[src/clk_tree_cfg_defines.vh]
// Purpose: Offsets, field positions, reset values and limits for the clock-tree slice
// Assumes: 8-bit control port, byte-wide registers
// Notes: Included by clk_tree_cfg.v only
`ifndef CLK_TREE_CFG_DEFINES_VH
`define CLK_TREE_CFG_DEFINES_VH

// Register offsets
`define PLL_MULT_HIGH_ADDR 8'h36
`define PLL_FRACTION_LOW_ADDR 8'h37
`define PLL_INTEGER_LOW_ADDR 8'h38
`define N_PDM_CLOCK_DIVIDER_ADDR 8'h39
`define M_ADC_DIV_ADDR 8'h3a
`define DAC_BCLK_HIGH_ADDR 8'h3b
`define PRI_BCLK_LOW_ADDR 8'h3c
`define DIV_ENABLE_ADDR 8'h44

// Reset values
`define PLL_MULT_HIGH_RST 8'h00
`define PLL_FRACTION_LOW_RST 8'h00
`define PLL_INTEGER_LOW_RST 8'h08
`define N_PDM_CLOCK_DIVIDER_RST 8'h20
`define M_ADC_DIV_RST 8'h04
`define DAC_BCLK_HIGH_RST 8'h00
`define PRI_BCLK_LOW_RST 8'h01
`define DIV_ENABLE_RST 8'h00

// Writable bit masks; read-only reserved bits read zero
`define DAC_BCLK_HIGH_WMASK 8'hfe
`define DIV_ENABLE_WMASK 8'h07

// Field positions
`define FRAC_HIGH_MSB 5
`define FRAC_HIGH_LSB 0
`define INT_HIGH_BIT 7
`define PLL_HALF_BIT 6
`define N_DIV_MSB 7
`define N_DIV_LSB 5
`define PDM_CLOCK_DIVIDER_MSB 4
`define PDM_CLOCK_DIVIDER_LSB 2
`define M_DIV_MSB 7
`define M_DIV_LSB 2
`define ADC_DIV_MSB 1
`define ADC_DIV_LSB 0
`define DAC_DIV_MSB 5
`define DAC_DIV_LSB 4
`define PRI_BCLK_HIGH_BIT 2
`define SEC_BCLK_HIGH_BIT 1
`define N_EN_BIT 2
`define M_EN_BIT 1
`define PDM_EN_BIT 0

// Code limits and decoded values
`define FRAC_MAX 14'h270f
`define PDM_CODE_MAX 3'h4
`define MOD_CODE_RSVD 2'h3
`define N_ZERO_RATIO 4'h8
`define M_ZERO_RATIO 7'h40
`define BCLK_ZERO_RATIO 10'h200
`define AUTO_INT_MULT 9'h008
`define RATIO_ONE 10'h001

`endif

[src/clk_ratio_div.v]
// Purpose: Divides the block clock by a programmable ratio into a one-cycle tick
// Assumes: Ratio is never zero; caller decodes zero codes
// Notes: Ratio one gives a tick on every edge, i.e. the source rate
module clk_ratio_div #(
    parameter W = 10
) (
    input wire i_clk,
    input wire i_rst_n,
    input wire i_en,
    input wire [W-1:0] i_ratio,
    output wire o_tick
);
    reg [W-1:0] cnt_q;
    reg tick_q;

    // Count to ratio-1; >= keeps a shrinking ratio from running away
    always @(posedge i_clk or negedge i_rst_n) begin
        if (!i_rst_n) begin
            cnt_q <= {W{1'b0}};
            tick_q <= 1'b0;
        end else if (!i_en) begin
            cnt_q <= {W{1'b0}};
            tick_q <= 1'b0;
        end else if (cnt_q >= i_ratio - {{(W-1){1'b0}}, 1'b1}) begin
            cnt_q <= {W{1'b0}};
            tick_q <= 1'b1;
        end else begin
            cnt_q <= cnt_q + {{(W-1){1'b0}}, 1'b1};
            tick_q <= 1'b0;
        end
    end

    assign o_tick = tick_q;
endmodule // clk_ratio_div

[src/clk_tree_cfg.v]
// Purpose: Clock-tree configuration registers, ratio decode and dividers
// Assumes: Control port and auto-detect flag are synchronous to i_clk
// Notes: Ratios are registered one cycle after the storing write
`include "clk_tree_cfg_defines.vh"

module clk_tree_cfg (
    input wire i_clk,
    input wire i_rst_n,
    input wire i_wr_en,
    input wire i_rd_en,
    input wire [7:0] i_addr,
    input wire [7:0] i_wdata,
    input wire i_auto_detect,
    input wire [7:0] i_sec_bitclk_div_low,
    output wire [7:0] o_rdata,
    output wire o_rd_valid,
    output wire [13:0] o_frac_mult,
    output wire [8:0] o_int_mult,
    output wire o_pll_half_div,
    output wire [3:0] o_n_ratio,
    output wire [4:0] o_pdm_ratio,
    output wire [6:0] o_m_ratio,
    output wire [2:0] o_adc_mod_ratio,
    output wire [2:0] o_dac_mod_ratio,
    output wire [9:0] o_pri_bitclk_ratio,
    output wire [9:0] o_sec_bitclk_ratio,
    output wire o_code_error,
    output wire o_n_tick,
    output wire o_m_tick,
    output wire o_pdm_tick,
    output wire o_adc_mod_tick,
    output wire o_dac_mod_tick,
    output wire o_pri_bitclk_tick,
    output wire o_sec_bitclk_tick
);
    // Stored registers
    reg [7:0] mult_high_q;
    reg [7:0] frac_low_q;
    reg [7:0] int_low_q;
    reg [7:0] n_pdm_q;
    reg [7:0] m_adc_q;
    reg [7:0] dac_bclk_q;
    reg [7:0] pri_bclk_low_q;
    reg [7:0] div_en_q;
    reg [7:0] rdata_q;
    reg rd_valid_q;

    // Decoded ratios
    reg [13:0] frac_mult_d, frac_mult_q;
    reg [8:0] int_mult_d, int_mult_q;
    reg [3:0] n_ratio_d, n_ratio_q;
    reg [4:0] pdm_ratio_d, pdm_ratio_q;
    reg [6:0] m_ratio_d, m_ratio_q;
    reg [2:0] adc_ratio_d, adc_ratio_q;
    reg [2:0] dac_ratio_d, dac_ratio_q;
    reg [9:0] pri_ratio_d, pri_ratio_q;
    reg [9:0] sec_ratio_d, sec_ratio_q;
    reg code_err_d, code_err_q;
    reg half_div_q;

    // Raw fields
    wire [13:0] frac_code;
    wire [8:0] int_code;
    wire [2:0] n_code;
    wire [2:0] pdm_code;
    wire [5:0] m_code;
    wire [1:0] adc_code;
    wire [1:0] dac_code;
    wire [8:0] pri_code;
    wire [8:0] sec_code;

    assign frac_code = {mult_high_q[`FRAC_HIGH_MSB:`FRAC_HIGH_LSB], frac_low_q};
    assign int_code = {mult_high_q[`INT_HIGH_BIT], int_low_q};
    assign n_code = n_pdm_q[`N_DIV_MSB:`N_DIV_LSB];
    assign pdm_code = n_pdm_q[`PDM_CLOCK_DIVIDER_MSB:`PDM_CLOCK_DIVIDER_LSB];
    assign m_code = m_adc_q[`M_DIV_MSB:`M_DIV_LSB];
    assign adc_code = m_adc_q[`ADC_DIV_MSB:`ADC_DIV_LSB];
    assign dac_code = dac_bclk_q[`DAC_DIV_MSB:`DAC_DIV_LSB];
    assign pri_code = {dac_bclk_q[`PRI_BCLK_HIGH_BIT], pri_bclk_low_q};
    assign sec_code = {dac_bclk_q[`SEC_BCLK_HIGH_BIT], i_sec_bitclk_div_low};

    // Register writes; reserved R/W bits are stored as written, the host
    // keeps them at reset values, so nothing here masks them
    always @(posedge i_clk or negedge i_rst_n) begin
        if (!i_rst_n) begin
            mult_high_q <= `PLL_MULT_HIGH_RST;
            frac_low_q <= `PLL_FRACTION_LOW_RST;
            int_low_q <= `PLL_INTEGER_LOW_RST;
            n_pdm_q <= `N_PDM_CLOCK_DIVIDER_RST;
            m_adc_q <= `M_ADC_DIV_RST;
            dac_bclk_q <= `DAC_BCLK_HIGH_RST;
            pri_bclk_low_q <= `PRI_BCLK_LOW_RST;
            div_en_q <= `DIV_ENABLE_RST;
        end else if (i_wr_en) begin
            case (i_addr)
                `PLL_MULT_HIGH_ADDR: mult_high_q <= i_wdata;
                `PLL_FRACTION_LOW_ADDR: frac_low_q <= i_wdata;
                `PLL_INTEGER_LOW_ADDR: int_low_q <= i_wdata;
                `N_PDM_CLOCK_DIVIDER_ADDR: n_pdm_q <= i_wdata;
                `M_ADC_DIV_ADDR: m_adc_q <= i_wdata;
                `DAC_BCLK_HIGH_ADDR: dac_bclk_q <= i_wdata & `DAC_BCLK_HIGH_WMASK;
                `PRI_BCLK_LOW_ADDR: pri_bclk_low_q <= i_wdata;
                `DIV_ENABLE_ADDR: div_en_q <= i_wdata & `DIV_ENABLE_WMASK;
                default: div_en_q <= div_en_q;
            endcase
        end
    end

    // Read port; unmapped offsets read zero, data one cycle after request
    always @(posedge i_clk or negedge i_rst_n) begin
        if (!i_rst_n) begin
            rdata_q <= 8'h00;
            rd_valid_q <= 1'b0;
        end else begin
            rd_valid_q <= i_rd_en;
            if (i_rd_en) begin
                case (i_addr)
                    `PLL_MULT_HIGH_ADDR: rdata_q <= mult_high_q;
                    `PLL_FRACTION_LOW_ADDR: rdata_q <= frac_low_q;
                    `PLL_INTEGER_LOW_ADDR: rdata_q <= int_low_q;
                    `N_PDM_CLOCK_DIVIDER_ADDR: rdata_q <= n_pdm_q;
                    `M_ADC_DIV_ADDR: rdata_q <= m_adc_q;
                    `DAC_BCLK_HIGH_ADDR: rdata_q <= dac_bclk_q;
                    `PRI_BCLK_LOW_ADDR: rdata_q <= pri_bclk_low_q;
                    `DIV_ENABLE_ADDR: rdata_q <= div_en_q;
                    default: rdata_q <= 8'h00;
                endcase
            end
        end
    end

    // PLL multiplier decode and code check; reserved multiplier codes pass through; outside auto detect, reserved multiplier, PDM, ADC, DAC codes set the flag
    always @* begin
        frac_mult_d = frac_code;
        int_mult_d = int_code;
        code_err_d = 1'b0;
        if (frac_code > `FRAC_MAX) begin
            code_err_d = 1'b1;
        end
        if (int_code == 9'h000) begin
            code_err_d = 1'b1;
        end
        if (pdm_code > `PDM_CODE_MAX) begin
            code_err_d = 1'b1;
        end
        if (adc_code == `MOD_CODE_RSVD || dac_code == `MOD_CODE_RSVD) begin
            code_err_d = 1'b1;
        end
        if (i_auto_detect) begin
            code_err_d = 1'b0;
            frac_mult_d = 14'h0000;
            int_mult_d = `AUTO_INT_MULT;
        end
    end

    // Divider ratio decode; N, M and bit-clock zero codes map to the top ratio, PDM, ADC and DAC zero codes to one
    always @* begin
        n_ratio_d = (n_code == 3'h0) ? `N_ZERO_RATIO : {1'b0, n_code};
        m_ratio_d = (m_code == 6'h00) ? `M_ZERO_RATIO : {1'b0, m_code};
        pri_ratio_d = (pri_code == 9'h000) ? `BCLK_ZERO_RATIO : {1'b0, pri_code};
        sec_ratio_d = (sec_code == 9'h000) ? `BCLK_ZERO_RATIO : {1'b0, sec_code};
        case (pdm_code)
            3'h0: pdm_ratio_d = 5'h01;
            3'h1: pdm_ratio_d = 5'h02;
            3'h2: pdm_ratio_d = 5'h04;
            3'h3: pdm_ratio_d = 5'h08;
            3'h4: pdm_ratio_d = 5'h10;
            default: pdm_ratio_d = 5'h01; // Reserved: safest slow-free choice
        endcase
        case (adc_code)
            2'h0: adc_ratio_d = 3'h1;
            2'h1: adc_ratio_d = 3'h2;
            2'h2: adc_ratio_d = 3'h4;
            default: adc_ratio_d = 3'h1;
        endcase
        case (dac_code)
            2'h0: dac_ratio_d = 3'h1;
            2'h1: dac_ratio_d = 3'h2;
            2'h2: dac_ratio_d = 3'h4;
            default: dac_ratio_d = 3'h1;
        endcase
        // Auto detect derives its own ratios; unity stands in for them here
        if (i_auto_detect) begin
            n_ratio_d = 4'h1;
            m_ratio_d = 7'h01;
            pdm_ratio_d = 5'h01;
            adc_ratio_d = 3'h1;
            dac_ratio_d = 3'h1;
            pri_ratio_d = `RATIO_ONE;
            sec_ratio_d = `RATIO_ONE;
        end
    end

    // Register the decoded values so every output leaves a flip-flop
    always @(posedge i_clk or negedge i_rst_n) begin
        if (!i_rst_n) begin
            frac_mult_q <= 14'h0000;
            int_mult_q <= `AUTO_INT_MULT;
            n_ratio_q <= 4'h1;
            pdm_ratio_q <= 5'h01;
            m_ratio_q <= 7'h01;
            adc_ratio_q <= 3'h1;
            dac_ratio_q <= 3'h1;
            pri_ratio_q <= `RATIO_ONE;
            sec_ratio_q <= `RATIO_ONE;
            code_err_q <= 1'b0;
            half_div_q <= 1'b0;
        end else begin
            frac_mult_q <= frac_mult_d;
            int_mult_q <= int_mult_d;
            n_ratio_q <= n_ratio_d;
            pdm_ratio_q <= pdm_ratio_d;
            m_ratio_q <= m_ratio_d;
            adc_ratio_q <= adc_ratio_d;
            dac_ratio_q <= dac_ratio_d;
            pri_ratio_q <= pri_ratio_d;
            sec_ratio_q <= sec_ratio_d;
            code_err_q <= code_err_d;
            half_div_q <= mult_high_q[`PLL_HALF_BIT];
        end
    end

    // Dividers; only N, M and PDM have enables in this slice
    clk_ratio_div #(.W(4)) u_n_div (
        .i_clk(i_clk),
        .i_rst_n(i_rst_n),
        .i_en(div_en_q[`N_EN_BIT]),
        .i_ratio(n_ratio_q),
        .o_tick(o_n_tick)
    );

    clk_ratio_div #(.W(7)) u_m_div (
        .i_clk(i_clk),
        .i_rst_n(i_rst_n),
        .i_en(div_en_q[`M_EN_BIT]),
        .i_ratio(m_ratio_q),
        .o_tick(o_m_tick)
    );

    clk_ratio_div #(.W(5)) u_pdm_clock_divider (
        .i_clk(i_clk),
        .i_rst_n(i_rst_n),
        .i_en(div_en_q[`PDM_EN_BIT]),
        .i_ratio(pdm_ratio_q),
        .o_tick(o_pdm_tick)
    );

    clk_ratio_div #(.W(3)) u_adc_div (
        .i_clk(i_clk),
        .i_rst_n(i_rst_n),
        .i_en(1'b1),
        .i_ratio(adc_ratio_q),
        .o_tick(o_adc_mod_tick)
    );

    clk_ratio_div #(.W(3)) u_dac_div (
        .i_clk(i_clk),
        .i_rst_n(i_rst_n),
        .i_en(1'b1),
        .i_ratio(dac_ratio_q),
        .o_tick(o_dac_mod_tick)
    );

    clk_ratio_div #(.W(10)) u_pri_div (
        .i_clk(i_clk),
        .i_rst_n(i_rst_n),
        .i_en(1'b1),
        .i_ratio(pri_ratio_q),
        .o_tick(o_pri_bitclk_tick)
    );

    clk_ratio_div #(.W(10)) u_sec_div (
        .i_clk(i_clk),
        .i_rst_n(i_rst_n),
        .i_en(1'b1),
        .i_ratio(sec_ratio_q),
        .o_tick(o_sec_bitclk_tick)
    );

    // Outputs straight from flip-flops
    assign o_rdata = rdata_q;
    assign o_rd_valid = rd_valid_q;
    assign o_frac_mult = frac_mult_q;
    assign o_int_mult = int_mult_q;
    assign o_pll_half_div = half_div_q;
    assign o_n_ratio = n_ratio_q;
    assign o_pdm_ratio = pdm_ratio_q;
    assign o_m_ratio = m_ratio_q;
    assign o_adc_mod_ratio = adc_ratio_q;
    assign o_dac_mod_ratio = dac_ratio_q;
    assign o_pri_bitclk_ratio = pri_ratio_q;
    assign o_sec_bitclk_ratio = sec_ratio_q;
    assign o_code_error = code_err_q;
endmodule // clk_tree_cfg

[config.mk]
export PLATFORM = sky130hd
export DESIGN_NAME = clk_tree_cfg
export DESIGN_NICKNAME = d
export VERILOG_FILES = /design/src/clk_ratio_div.v /design/src/clk_tree_cfg.v
export VERILOG_INCLUDE_DIRS = /design/src
export SDC_FILE = /design/constraint.sdc
export NUM_CORES = 1
export LEC_CHECK = 0
export ABC_AREA = 1
export BUFFER_PORTS_ARGS = -buffer_cell sky130_fd_sc_hd__buf_2
export CAP_MARGIN = 15
export CORE_MARGIN = 8
export CORE_UTILIZATION = 45
export DETAILED_ROUTE_END_ITERATION = 6
export SLEW_MARGIN = 20
export SYNTH_ARGS = -nofsm -noshare
export SYNTH_HDL_FRONTEND = slang
export SYNTH_HIERARCHICAL = 1
export SYNTH_SLANG_ARGS = --single-unit
export TNS_END_PERCENT = 10
[constraint.sdc]
create_clock -name i_clk -period 2.3 [get_ports i_clk]
set_input_delay 0 -clock i_clk [delete_from_list [all_inputs] [get_ports i_clk]]
set_output_delay 0 -clock i_clk [all_outputs]
set_load 0.005 [all_outputs]
==> results of run 1 <==
flip-flops by register name, indices dropped and copies added (netlist names), 4 cells and up:
register / count
u_m_div/cnt_q: 7
n_pdm_q: 8
m_adc_q: 8
dac_bclk_q: 7
u_pdm_clock_divider/cnt_q: 5
o_pdm_ratio: 5
o_sec_bitclk_ratio: 10
o_m_ratio: 7
o_pri_bitclk_ratio: 10
u_sec_div/cnt_q: 10
pri_bclk_low_q: 8
frac_low_q: 8
u_pri_div/cnt_q: 10
u_n_div/cnt_q: 4
int_low_q: 8
o_rdata: 8
o_int_mult: 9
mult_high_q: 8
o_n_ratio: 4
o_frac_mult: 14
worst min-delay path by stage:
stage                        startpoint                    end  slack, ns  cells after the start
after floorplan                 i_rst_n          dac_bclk_q[1]      -0.30                      0
after global placement          i_rst_n  o_sec_bitclk_ratio[3]       0.09                      1
after detailed placement        i_rst_n  o_sec_bitclk_ratio[3]       0.09                      1
after CTS                 i_auto_detect     o_adc_mod_ratio[1]       0.05                      2
after global routing      i_auto_detect     o_adc_mod_ratio[1]       0.09                      2
final                         i_addr[4]          dac_bclk_q[7]       0.07                      6
worst reg2reg max path, delay by kind of cell (launching register included):
kind	cells	cell delay, ns
simple gates	6	0.71
flops	1	0.55
compound gates	1	0.06
buf+inv	2	0.21
fa+ha+maj	2	0.47
xor+xnor	1	0.16
power groups by stage:
stage                     sequential [mW]  clock [mW]  combinational [mW]
after floorplan                      3.57           0               0.461
after global placement               3.60           0               0.800
after detailed placement             3.60           0               0.810
after CTS                            3.54        3.02               0.839
after global routing                 3.56        3.16               0.988
final                                3.54        2.94               0.856
per-layer routing:
metal  GRT usage (%)  wire length, microns  up-vias  share of wire (%)
li1                -                     -     3777                  -
met1            23.2                 10400     3494                 46
met2            28.7                 11000      138                 49
met3            4.10                   958       20                4.2
met4            4.42                   201        0               0.89
met5               0                     0        -                  0
through the flow:
step	instances	setup TNS [ns]	util (%)	area, sq um	hold WS, ns
3_5_place_dp	1492	0	49.9	10400	0.0864
2_1_floorplan	1117	0	-	9490	-0.296
5_1_grt	1553	-0.363	54.7	11400	0.0925
3_3_place_gp	1492	0	49.9	10400	0.0881
4_1_cts	1543	0	53.6	11200	0.0543
6_report	1553	0	54.7	11400	0.0695
placed cells by master (no fill, tap or decap), types with 13 or more instances in the layout:
cell type | synthesis | final
sky130_fd_sc_hd__inv_1 | 157 | 155
sky130_fd_sc_hd__dfrtp_1 | 171 | 169
sky130_fd_sc_hd__xor2_1 | 20 | 20
sky130_fd_sc_hd__nand3_1 | 85 | 83
sky130_fd_sc_hd__nor2_4 | 11 | 13
sky130_fd_sc_hd__xnor2_1 | 23 | 23
sky130_fd_sc_hd__nand2_2 | 12 | 17
sky130_fd_sc_hd__dlygate4sd3_1 | 0 | 19
sky130_fd_sc_hd__buf_2 | 5 | 110
sky130_fd_sc_hd__nor2_2 | 13 | 22
sky130_fd_sc_hd__nand2_1 | 242 | 237
sky130_fd_sc_hd__ha_1 | 62 | 60
sky130_fd_sc_hd__buf_4 | 3 | 14
sky130_fd_sc_hd__o21ai_0 | 47 | 47
sky130_fd_sc_hd__clkbuf_16 | 0 | 17
sky130_fd_sc_hd__nor2_1 | 151 | 140
cells by family after synthesis:
kind of cell | after synthesis | synth area share [%]
AOI/OAI and AO/OA | 81 | 4.75
DFF | 183 | 48.6
adders and majority gates | 62 | 8.21
other | 1 | 0.0397
buffers and inverters | 179 | 7.77
and+or+nand+nor | 557 | 26.6
xor gates and xnor gates | 43 | 3.99
area by class of cell:
class                      count  area, sq um
clock buffer                  17          425
clock inverter                15          166
fill                        2002         9430
inverter                     158          593
multi-input combinational    757         4330
sequential                   183         4600
tap                          275          344
timing repair buffer         148          940
what timing repair did:
item | 4_1_cts | 5_1_grt
endpoints found under the setup margin | 0 | 29
hold buffers | 19 | 0
resized for setup | 0 | 37
setup buffers | 0 | 8
hold endpoints to repair | 143 | 0
==> run summary, run 1 <==
run status -> finished clean
count of cells along the worst register-to-register path -> 12
number of endpoints with negative hold slack in the final report -> 0
Clock Root Buffer -> sky130_fd_sc_hd__clkbuf_16
critical path depth in cells -> 12
area share of the largest cell type after synthesis -> 45.3%
Post-DRT Antenna Nets -> 0
Clock power frac -> 40.1%
dominant delay contributor by cell family on the critical path -> simple AND/OR/NAND/NOR gates
Worst Tran Pin Value -> 0.657 ns
Yosys reg bits -> 183
beginning of the worst register-to-register path -> o_sec_bitclk_ratio[0]
horizontal die dimension -> 161 microns
top cells by area in the synthesized netlist -> sky130_fd_sc_hd__dfrtp_1, sky130_fd_sc_hd__nand2_1, sky130_fd_sc_hd__ha_1, sky130_fd_sc_hd__inv_1, sky130_fd_sc_hd__nor2_1
post-route minimum period -> 2.21 ns
required arrival time at the worst endpoint -> 2.66 ns
wire length of the first global-routing pass -> 36800 microns
wire length after detailed routing -> 22600 microns
total grt overflow -> 0
std cell rows -> 53
DRC violation count after routing -> 0
number of standard cells after synthesis -> 1106
DP Wirelength -> 16500 microns
global-route usage over all layers -> 17.6%
fmax -> 452 MHz
unrepaired setup endpoints after global routing -> yes
largest driver fanout on the critical path -> 5
DRT iter0 DRCs -> 459
worst-skew pair later-pin latency -> 0.43 ns
H-tree level count -> 4
starting density of the core -> 45.4%
cell type with the largest total area after synthesis -> sky130_fd_sc_hd__dfrtp_1
CP Capture Point -> u_sec_div/cnt_q[3]
buffers added on ports -> 111
data arrival time of the critical path -> 2.57 ns
net switching power -> 1.98 mW
layout cell share with drive strength beyond 1 -> 20.5%
count of flip-flops with a built-in enable after synthesis -> 0
hold crit path type -> primary input to flip-flop
commonest cells in the netlist -> sky130_fd_sc_hd__nand2_1, sky130_fd_sc_hd__dfrtp_1, sky130_fd_sc_hd__inv_1
final number of setup-violating endpoints -> 0
TritonCTS buffer count -> 17
routed via count divided by cell count -> 4.78
Final Slew Violations -> 0
TritonCTS clock tree -> built
Setup WS pre-CTS -> 0.0718 ns
max-capacitance violation count -> 0
Top-Level Pins -> 112
worst-case setup margin in the final layout -> 0.0874 ns
maximum count of clock buffers along a single path -> 2
power density over the cells -> 644 nW/um^2
Cell Int Power -> 5.36 mW
Buf/Inv on CP -> 2
worst-case headroom to the max-slew limit -> 56.2%
kind of end point of the critical path -> flip-flop
area of the die -> 25900 sq um
core box area -> 20800 sq um
initial antenna violation count -> 0
number of warnings printed during yosys synthesis -> 6
CP peak stage delay -> 0.55 ns
Syn Std Cell Area -> 9450 sq um
pin count of the biggest net entering global routing -> 79
register-to-register setup slack -> 0.09 ns
overall power after layout -> 7.34 mW
async set or reset register ratio after synthesis -> 100%
post-synthesis cell type count -> 37
Setup crit start -> o_sec_bitclk_ratio[0]
Switching Fraction -> 27.0%
Synth Flop Type -> sky130_fd_sc_hd__dfrtp_1
critical path, cell by cell -> inv_1 > ha_2 > nand3b_1 > nor3_2 > xnor2_1 > ha_1 > nand2_2 > a21oi_1 > nor2_2 > buf_4 > nand4_4 > nor2_1
Final #Nets -> 1356
wire length per cell -> 14.5 microns
startpoint types -> flip-flop
first drt pass iteration count -> 5
ant diodes -> 0
maximum clock skew at final layout -> 0.0125 ns
type of the worst setup path -> flip-flop to flip-flop
height of the chip -> 161 microns
via total after detailed routing -> 7429
vias in the first global route -> 7273
relative contribution of combinational cells to total power -> 11.7%
CTS Sinks -> 183
placer congestion estimate -> 0.859
leakage power of the design -> 5.95 nW
post-route fraction of the period consumed by the critical path -> 96.2%
post-synthesis sequential area ratio -> 48.6%
peak supply drop -> 0.476 mV
layout overhead on the synthesized area -> 20.6%
most instantiated library cell after synthesis -> sky130_fd_sc_hd__nand2_1
clock transition time at the flip-flop clock pins of the worst setup and hold paths -> 0.07 ns
syn avg cell area -> 8.54 sq um
reg2reg end -> u_sec_div/cnt_q[3]
Crit-path slowest cell -> sky130_fd_sc_hd__dfstp_2
Flop pwr share -> 48.3%
(Power assumes the default switching activity.)
==> run 2: changes to the inputs <==
Settings changed: ABC_AREA 1 to not set.
==> run 2 against run 1 <==
  * Sequential power decreased by 2%
  * Highest routed layer unchanged
  * Sequential cell count did not move
  * Non-clock buffer count increased by 6
  * Clock-buffer cell count increased by 7
  * Die area fell by 2.0%
  * Final cell count shrank 22%
  * Power down 5.0%
  * Synthesized area is 2.3% lower
  * Register-to-register slack worse by 0.08 ns
  * First-iteration DRC count down 40%
  * Combinational power down 11%
  * Sequential share of layout area grew 1.2 points
==> run summary, run 2 <==
H-tree level count -> 4
Synth Flop Type -> sky130_fd_sc_hd__dfrtp_1
top cells by area in the synthesized netlist -> sky130_fd_sc_hd__dfrtp_1, sky130_fd_sc_hd__ha_1, sky130_fd_sc_hd__mux2_2, sky130_fd_sc_hd__xnor2_1, sky130_fd_sc_hd__nor2b_1
ant diodes -> 0
buffers added on ports -> 111
launch instance of the worst min-delay path -> i_wdata[2]
std cell rows -> 52
wire length of the first global-routing pass -> 37100 microns
most instantiated library cell after synthesis -> sky130_fd_sc_hd__dfrtp_1
Clock power frac -> 39.3%
async set or reset register ratio after synthesis -> 100%
count of flip-flops with a built-in enable after synthesis -> 0
peak supply drop -> 0.454 mV
max-capacitance violation count -> 0
beginning of the worst register-to-register path -> o_pri_bitclk_ratio[3]
post-synthesis cell type count -> 76
number of warnings printed during yosys synthesis -> 6
number of endpoints with negative hold slack in the final report -> 0
required arrival time at the worst endpoint -> 2.64 ns
syn avg cell area -> 12.0 sq um
clock transition time at the flip-flop clock pins of the worst setup and hold paths -> 0.06 ns
leakage power of the design -> 5.39 nW
most common library cell in the layout ignoring fill and taps -> sky130_fd_sc_hd__dfrtp_1
wire length after detailed routing -> 22300 microns
TritonCTS buffer count -> 17
first drt pass iteration count -> 5
starting density of the core -> 45.8%
maximum count of clock buffers along a single path -> 2
Cell Int Power -> 5.24 mW
Final Slew Violations -> 0
post-route fraction of the period consumed by the critical path -> 99.5%
unrepaired setup endpoints after global routing -> yes
commonest cells in the netlist -> sky130_fd_sc_hd__dfrtp_1, sky130_fd_sc_hd__ha_1, sky130_fd_sc_hd__nor2b_1
pin count of the biggest net entering global routing -> 71
power density over the cells -> 630 nW/um^2
area share of the largest cell type after synthesis -> 46.3%
placer congestion estimate -> 0.866
Worst Tran Pin Value -> 0.864 ns
Flop pwr share -> 49.7%
hold crit path type -> primary input to flip-flop
cell type with the largest total area after synthesis -> sky130_fd_sc_hd__dfrtp_1
final number of setup-violating endpoints -> 0
maximum clock skew at final layout -> 0.00744 ns
DP Wirelength -> 16800 microns
largest driver fanout on the critical path -> 10
Setup WS pre-CTS -> -0.0400 ns
via total after detailed routing -> 6341
DRT iter0 DRCs -> 275
Post-DRT Antenna Nets -> 0
worst-case headroom to the max-slew limit -> 42.4%
DRC violation count after routing -> 0
Core Util, Final -> 54.9%
number of standard cells after synthesis -> 768
area of the die -> 25400 sq um
routed via count divided by cell count -> 5.24
data arrival time of the critical path -> 2.63 ns
global-route usage over all layers -> 18.2%
relative contribution of combinational cells to total power -> 11.0%
fmax -> 437 MHz
worst-skew pair later-pin latency -> 0.43 ns
horizontal die dimension -> 159 microns
Yosys reg bits -> 183
Top-Level Pins -> 112
TritonCTS clock tree -> built
cell depth of the worst min-delay path -> 2
layout overhead on the synthesized area -> 19.8%
Setup TNS -> 0 ns
kind of end point of the critical path -> flip-flop
total grt overflow -> 0
core box area -> 20200 sq um
commonest cells after routing, fill and taps aside -> sky130_fd_sc_hd__dfrtp_1, sky130_fd_sc_hd__buf_2, sky130_fd_sc_hd__ha_1
post-synthesis sequential area ratio -> 49.7%
type of the worst setup path -> flip-flop to flip-flop
register-to-register setup slack -> 0.01 ns
count of cells along the worst register-to-register path -> 9
wire length per cell -> 18.4 microns
overall power after layout -> 6.97 mW
layout cell share with drive strength beyond 1 -> 30.6%
startpoint types -> flip-flop
hold path endpoint -> div_en_q[2]
Largest register FFs -> 14
Final #Nets -> 1018
vias in the first global route -> 6888
worst-case setup margin in the final layout -> 0.0118 ns
Syn Std Cell Area -> 9240 sq um
CTS Sinks -> 183
initial antenna violation count -> 0
Clock Root Buffer -> sky130_fd_sc_hd__clkbuf_16
net switching power -> 1.73 mW
height of the chip -> 159 microns
reg2reg end -> u_pri_div/cnt_q[1]
Switching Fraction -> 24.9%
post-route minimum period -> 2.29 ns
worst hold slack -> 0.0267 ns
run status -> finished clean
-- run 2: worst max-delay path by stage --
stage / from / to / slack [ns] / cells past startpoint
final: o_pri_bitclk_ratio[3] / u_pri_div/cnt_q[1] / 0.01 / 9
after global routing: o_sec_bitclk_ratio[5] / u_sec_div/cnt_q[2] / -0.15 / 9
after CTS: o_sec_bitclk_ratio[5] / u_sec_div/cnt_q[4] / -0.005 / 9
after detailed placement: o_sec_bitclk_ratio[5] / u_sec_div/cnt_q[0] / -0.04 / 9
after global placement: o_sec_bitclk_ratio[5] / u_sec_div/cnt_q[2] / 0.03 / 9
after floorplan: o_sec_bitclk_ratio[5] / u_sec_div/cnt_q[2] / 0.05 / 8
-- run 2: per-layer routing --
layer	global-route usage (%)	share of wire, %
met5	0	0
met3	4.40	4.6
met1	23.1	45
met4	6.09	1.8
met2	30.0	49
-- run 2: critical path, stage by stage (launching register included) --
cell	delay, ns
sky130_fd_sc_hd__dfrtp_1	0.42
sky130_fd_sc_hd__nor4_4	0.30
sky130_fd_sc_hd__nand2_1	0.14
sky130_fd_sc_hd__xor2_1	0.17
sky130_fd_sc_hd__ha_1	0.30
sky130_fd_sc_hd__a211o_1	0.30
sky130_fd_sc_hd__o211ai_2	0.09
sky130_fd_sc_hd__o311ai_4	0.14
sky130_fd_sc_hd__buf_12	0.17
sky130_fd_sc_hd__nor3b_1	0.17
-- run 2: power by group through the flow --
stage                     clock (mW)  sequential (mW)  combinational (mW)
after CTS                       2.82             3.46               0.773
after floorplan                    0             3.49               0.431
final                           2.74             3.46               0.764
after global placement             0             3.52               0.712
after detailed placement           0             3.52               0.740
after global routing            2.96             3.48               0.859
-- run 2: what timing repair did --
action | in CTS | in global routing
endpoints found under the setup margin | 22 | 30
hold buffers | 18 | 0
pin swaps | 5 | 3
gates cloned | 0 | 0
hold endpoints to repair | 141 | 0
resized for setup | 5 | 6
setup buffers | 1 | 0
-- run 2: final cells by class --
cell class | instances | area [sq um]
fillers | 1754 | 9100
flip-flops and latches | 183 | 4590
multi-input cells | 530 | 4460
repair buffers | 154 | 967
clock buffers | 24 | 472
well taps | 270 | 338
inverters | 41 | 154
clock inverters | 8 | 76.3
-- run 2: logic make-up after synthesis --
logic type               count (synthesis)  synth area share [%]
adder cells (fa/ha/maj)                 62                  8.40
buffers and inverters                   62                  2.91
XOR/XNOR                                55                  5.22
flip-flops                             183                  49.7
AND/OR/NAND/NOR                        252                  16.9
multiplexers                            78                  9.78
AO/OA/AOI/OAI                           75                  7.03
other                                    1                0.0406
-- run 2: per-stage QoR --
stage                     std cells  cell area, sq um
after floorplan                 775              9260
after global placement         1159             10300
after detailed placement       1159             10300
after CTS                      1210             11000
after global routing           1210             11100
final                          1210             11100
==> run 3: changes to the inputs <==
Settings changed: SETUP_SLACK_MARGIN set to 0.1.
==> run 3 against run 2 <==
  * Clock skew grew 0.0051 ns
  * Register-to-register slack hardly changed
  * Via count increased by 1.2%
  * Non-clock buffer count down 2
  * Final cell count fell by 0.17%
  * Setup slack got worse by 0.011 ns
  * Critical path depth did not move
==> run summary, run 3 (synthesized netlist as in run 2, its figures left out) <==
layout cell share with drive strength beyond 1 -> 32.6%
CTS Sinks -> 183
dominant delay contributor by cell family on the critical path -> simple AND/OR/NAND/NOR gates
wire length after detailed routing -> 22200 microns
commonest cells after routing, fill and taps aside -> sky130_fd_sc_hd__dfrtp_1, sky130_fd_sc_hd__buf_2, sky130_fd_sc_hd__ha_1
layout overhead on the synthesized area -> 21.3%
run status -> finished clean
Worst Tran Pin Value -> 0.919 ns
largest driver fanout on the critical path -> 10
most common library cell in the layout ignoring fill and taps -> sky130_fd_sc_hd__dfrtp_1
Setup TNS -> 0 ns
wire length of the first global-routing pass -> 37100 microns
critical path, cell by cell -> nor4_4 > nand2_1 > xor2_1 > ha_1 > a211o_1 > o211ai_2 > o311ai_4 > buf_12 > nor3_1
post-route fraction of the period consumed by the critical path -> 100%
ant diodes -> 0
power density over the cells -> 644 nW/um^2
number of setup buffers added after CTS -> 0
routed via count divided by cell count -> 5.31
Final Slew Violations -> 0
height of the chip -> 159 microns
starting density of the core -> 45.8%
vias in the first global route -> 6920
startpoint types -> flip-flop
kind of end point of the critical path -> flip-flop
Crit-path slowest cell -> sky130_fd_sc_hd__dfrtp_1
global-route usage over all layers -> 18.2%
first drt pass iteration count -> 5
H-tree level count -> 4
leakage power of the design -> 5.42 nW
worst-case headroom to the max-slew limit -> 38.7%
data arrival time of the critical path -> 2.63 ns
Clock Root Buffer -> sky130_fd_sc_hd__clkbuf_16
Top-Level Pins -> 112
CP peak stage delay -> 0.42 ns
final number of setup-violating endpoints -> 0
area of the die -> 25400 sq um
unrepaired setup endpoints after global routing -> yes
wire length per cell -> 18.4 microns
Fill cells -> 1746
maximum clock skew at final layout -> 0.0125 ns
DRC violation count after routing -> 0
total placed instance area -> 10300 sq um
TritonCTS buffer count -> 17
pin count of the biggest net entering global routing -> 64
maximum count of clock buffers along a single path -> 2
Post-DRT Antenna Nets -> 0
placer congestion estimate -> 0.881
total grt overflow -> 0
peak supply drop -> 0.433 mV
overall power after layout -> 7.22 mW
hold crit path type -> primary input to flip-flop
horizontal die dimension -> 159 microns
area of all placed cells without fillers -> 11200 sq um
Buf/Inv on CP -> 1
core box area -> 20200 sq um
Final #Nets -> 1016
DP Wirelength -> 16700 microns
number of endpoints with negative hold slack in the final report -> 0
worst-skew pair later-pin latency -> 0.43 ns
fmax -> 435 MHz
post-route minimum period -> 2.30 ns
clock transition time at the flip-flop clock pins of the worst setup and hold paths -> 0.06 ns
DRT iter0 DRCs -> 252
type of the worst setup path -> flip-flop to flip-flop
required arrival time at the worst endpoint -> 2.64 ns
Largest register FFs -> 14
std cell rows -> 52
via total after detailed routing -> 6416
buffers added on ports -> 111
max-capacitance violation count -> 0
TritonCTS clock tree -> built
initial antenna violation count -> 0
run 3: worst register-to-register path: stages, from the launching register on:
cell and delay (ns):
sky130_fd_sc_hd__dfrtp_1 0.42, sky130_fd_sc_hd__nor4_4 0.31, sky130_fd_sc_hd__nand2_1 0.15, sky130_fd_sc_hd__xor2_1 0.16, sky130_fd_sc_hd__ha_1 0.29, sky130_fd_sc_hd__a211o_1 0.31
sky130_fd_sc_hd__o211ai_2 0.10, sky130_fd_sc_hd__o311ai_4 0.14, sky130_fd_sc_hd__buf_12 0.16, sky130_fd_sc_hd__nor3_1 0.17
run 3: per-stage QoR:
stage / util (%) / cells / hold slack [ns] / worst slack (ns)
6_report: 55.6 / 1208 / 0.0317 / 0.000820
5_1_grt: 55.6 / 1208 / 0.00833 / -0.152
4_1_cts: 55.2 / 1208 / 0.0143 / -0.0175
3_5_place_dp: 50.9 / 1158 / 0.0236 / -0.0591
3_3_place_gp: 50.9 / 1158 / 0.0234 / 0.0147
2_1_floorplan: - / 775 / -0.296 / 0.0715
run 3: final timing paths:
kind / start / end / slack, ns / depth (start not counted)
max: o_sec_bitclk_ratio[3] / u_sec_div/cnt_q[3] / 0.0008 / 9
min: i_wdata[2] / div_en_q[2] / 0.03 / 2
max in group asynchronous: i_rst_n / pri_bclk_low_q[0] / 1.37 / 3
max reg2reg: o_sec_bitclk_ratio[3] / u_sec_div/cnt_q[3] / 0.0008 / 9
min reg2reg: mult_high_q[6] / o_pll_half_div / 0.44 / 0
min in group asynchronous: i_rst_n / u_pri_div/cnt_q[9] / 0.12 / 2
run 3: where the power goes:
| part | leakage (nW) | internal [mW] | switching [mW] |
|---|---|---|---|
| Clock | 0.294 | 1.79 | 1.17 |
| Sequential | 2.47 | 3.35 | 0.121 |
| Combinational | 2.65 | 0.354 | 0.428 |
| Total | 5.42 | 5.49 | 1.72 |
run 3: routing by layer:
metal  part of all wire (%)  GRT usage, %
met5                      0             0
met4                    1.1          5.02
met3                    5.0          4.71
met2                     50          30.5
met1                     44          22.8
run 3: layout make-up:
class                      count  area, sq um  area share (%)
clock buffer                  24          482            4.30
clock inverter                 8          121            1.08
inverter                      41          154            1.37
multi-input combinational    530         4550            40.6
sequential                   183         4600            41.0
tap                          270          338            3.01
timing repair buffer         152          965            8.61
run 3: repair_timing:
action | in CTS | in global routing
gates resized for setup | 19 | 15
endpoints found under the setup margin | 29 | 31
endpoints found under the hold margin | 111 | 0
hold buffers | 18 | 0
pin swaps | 22 | 13
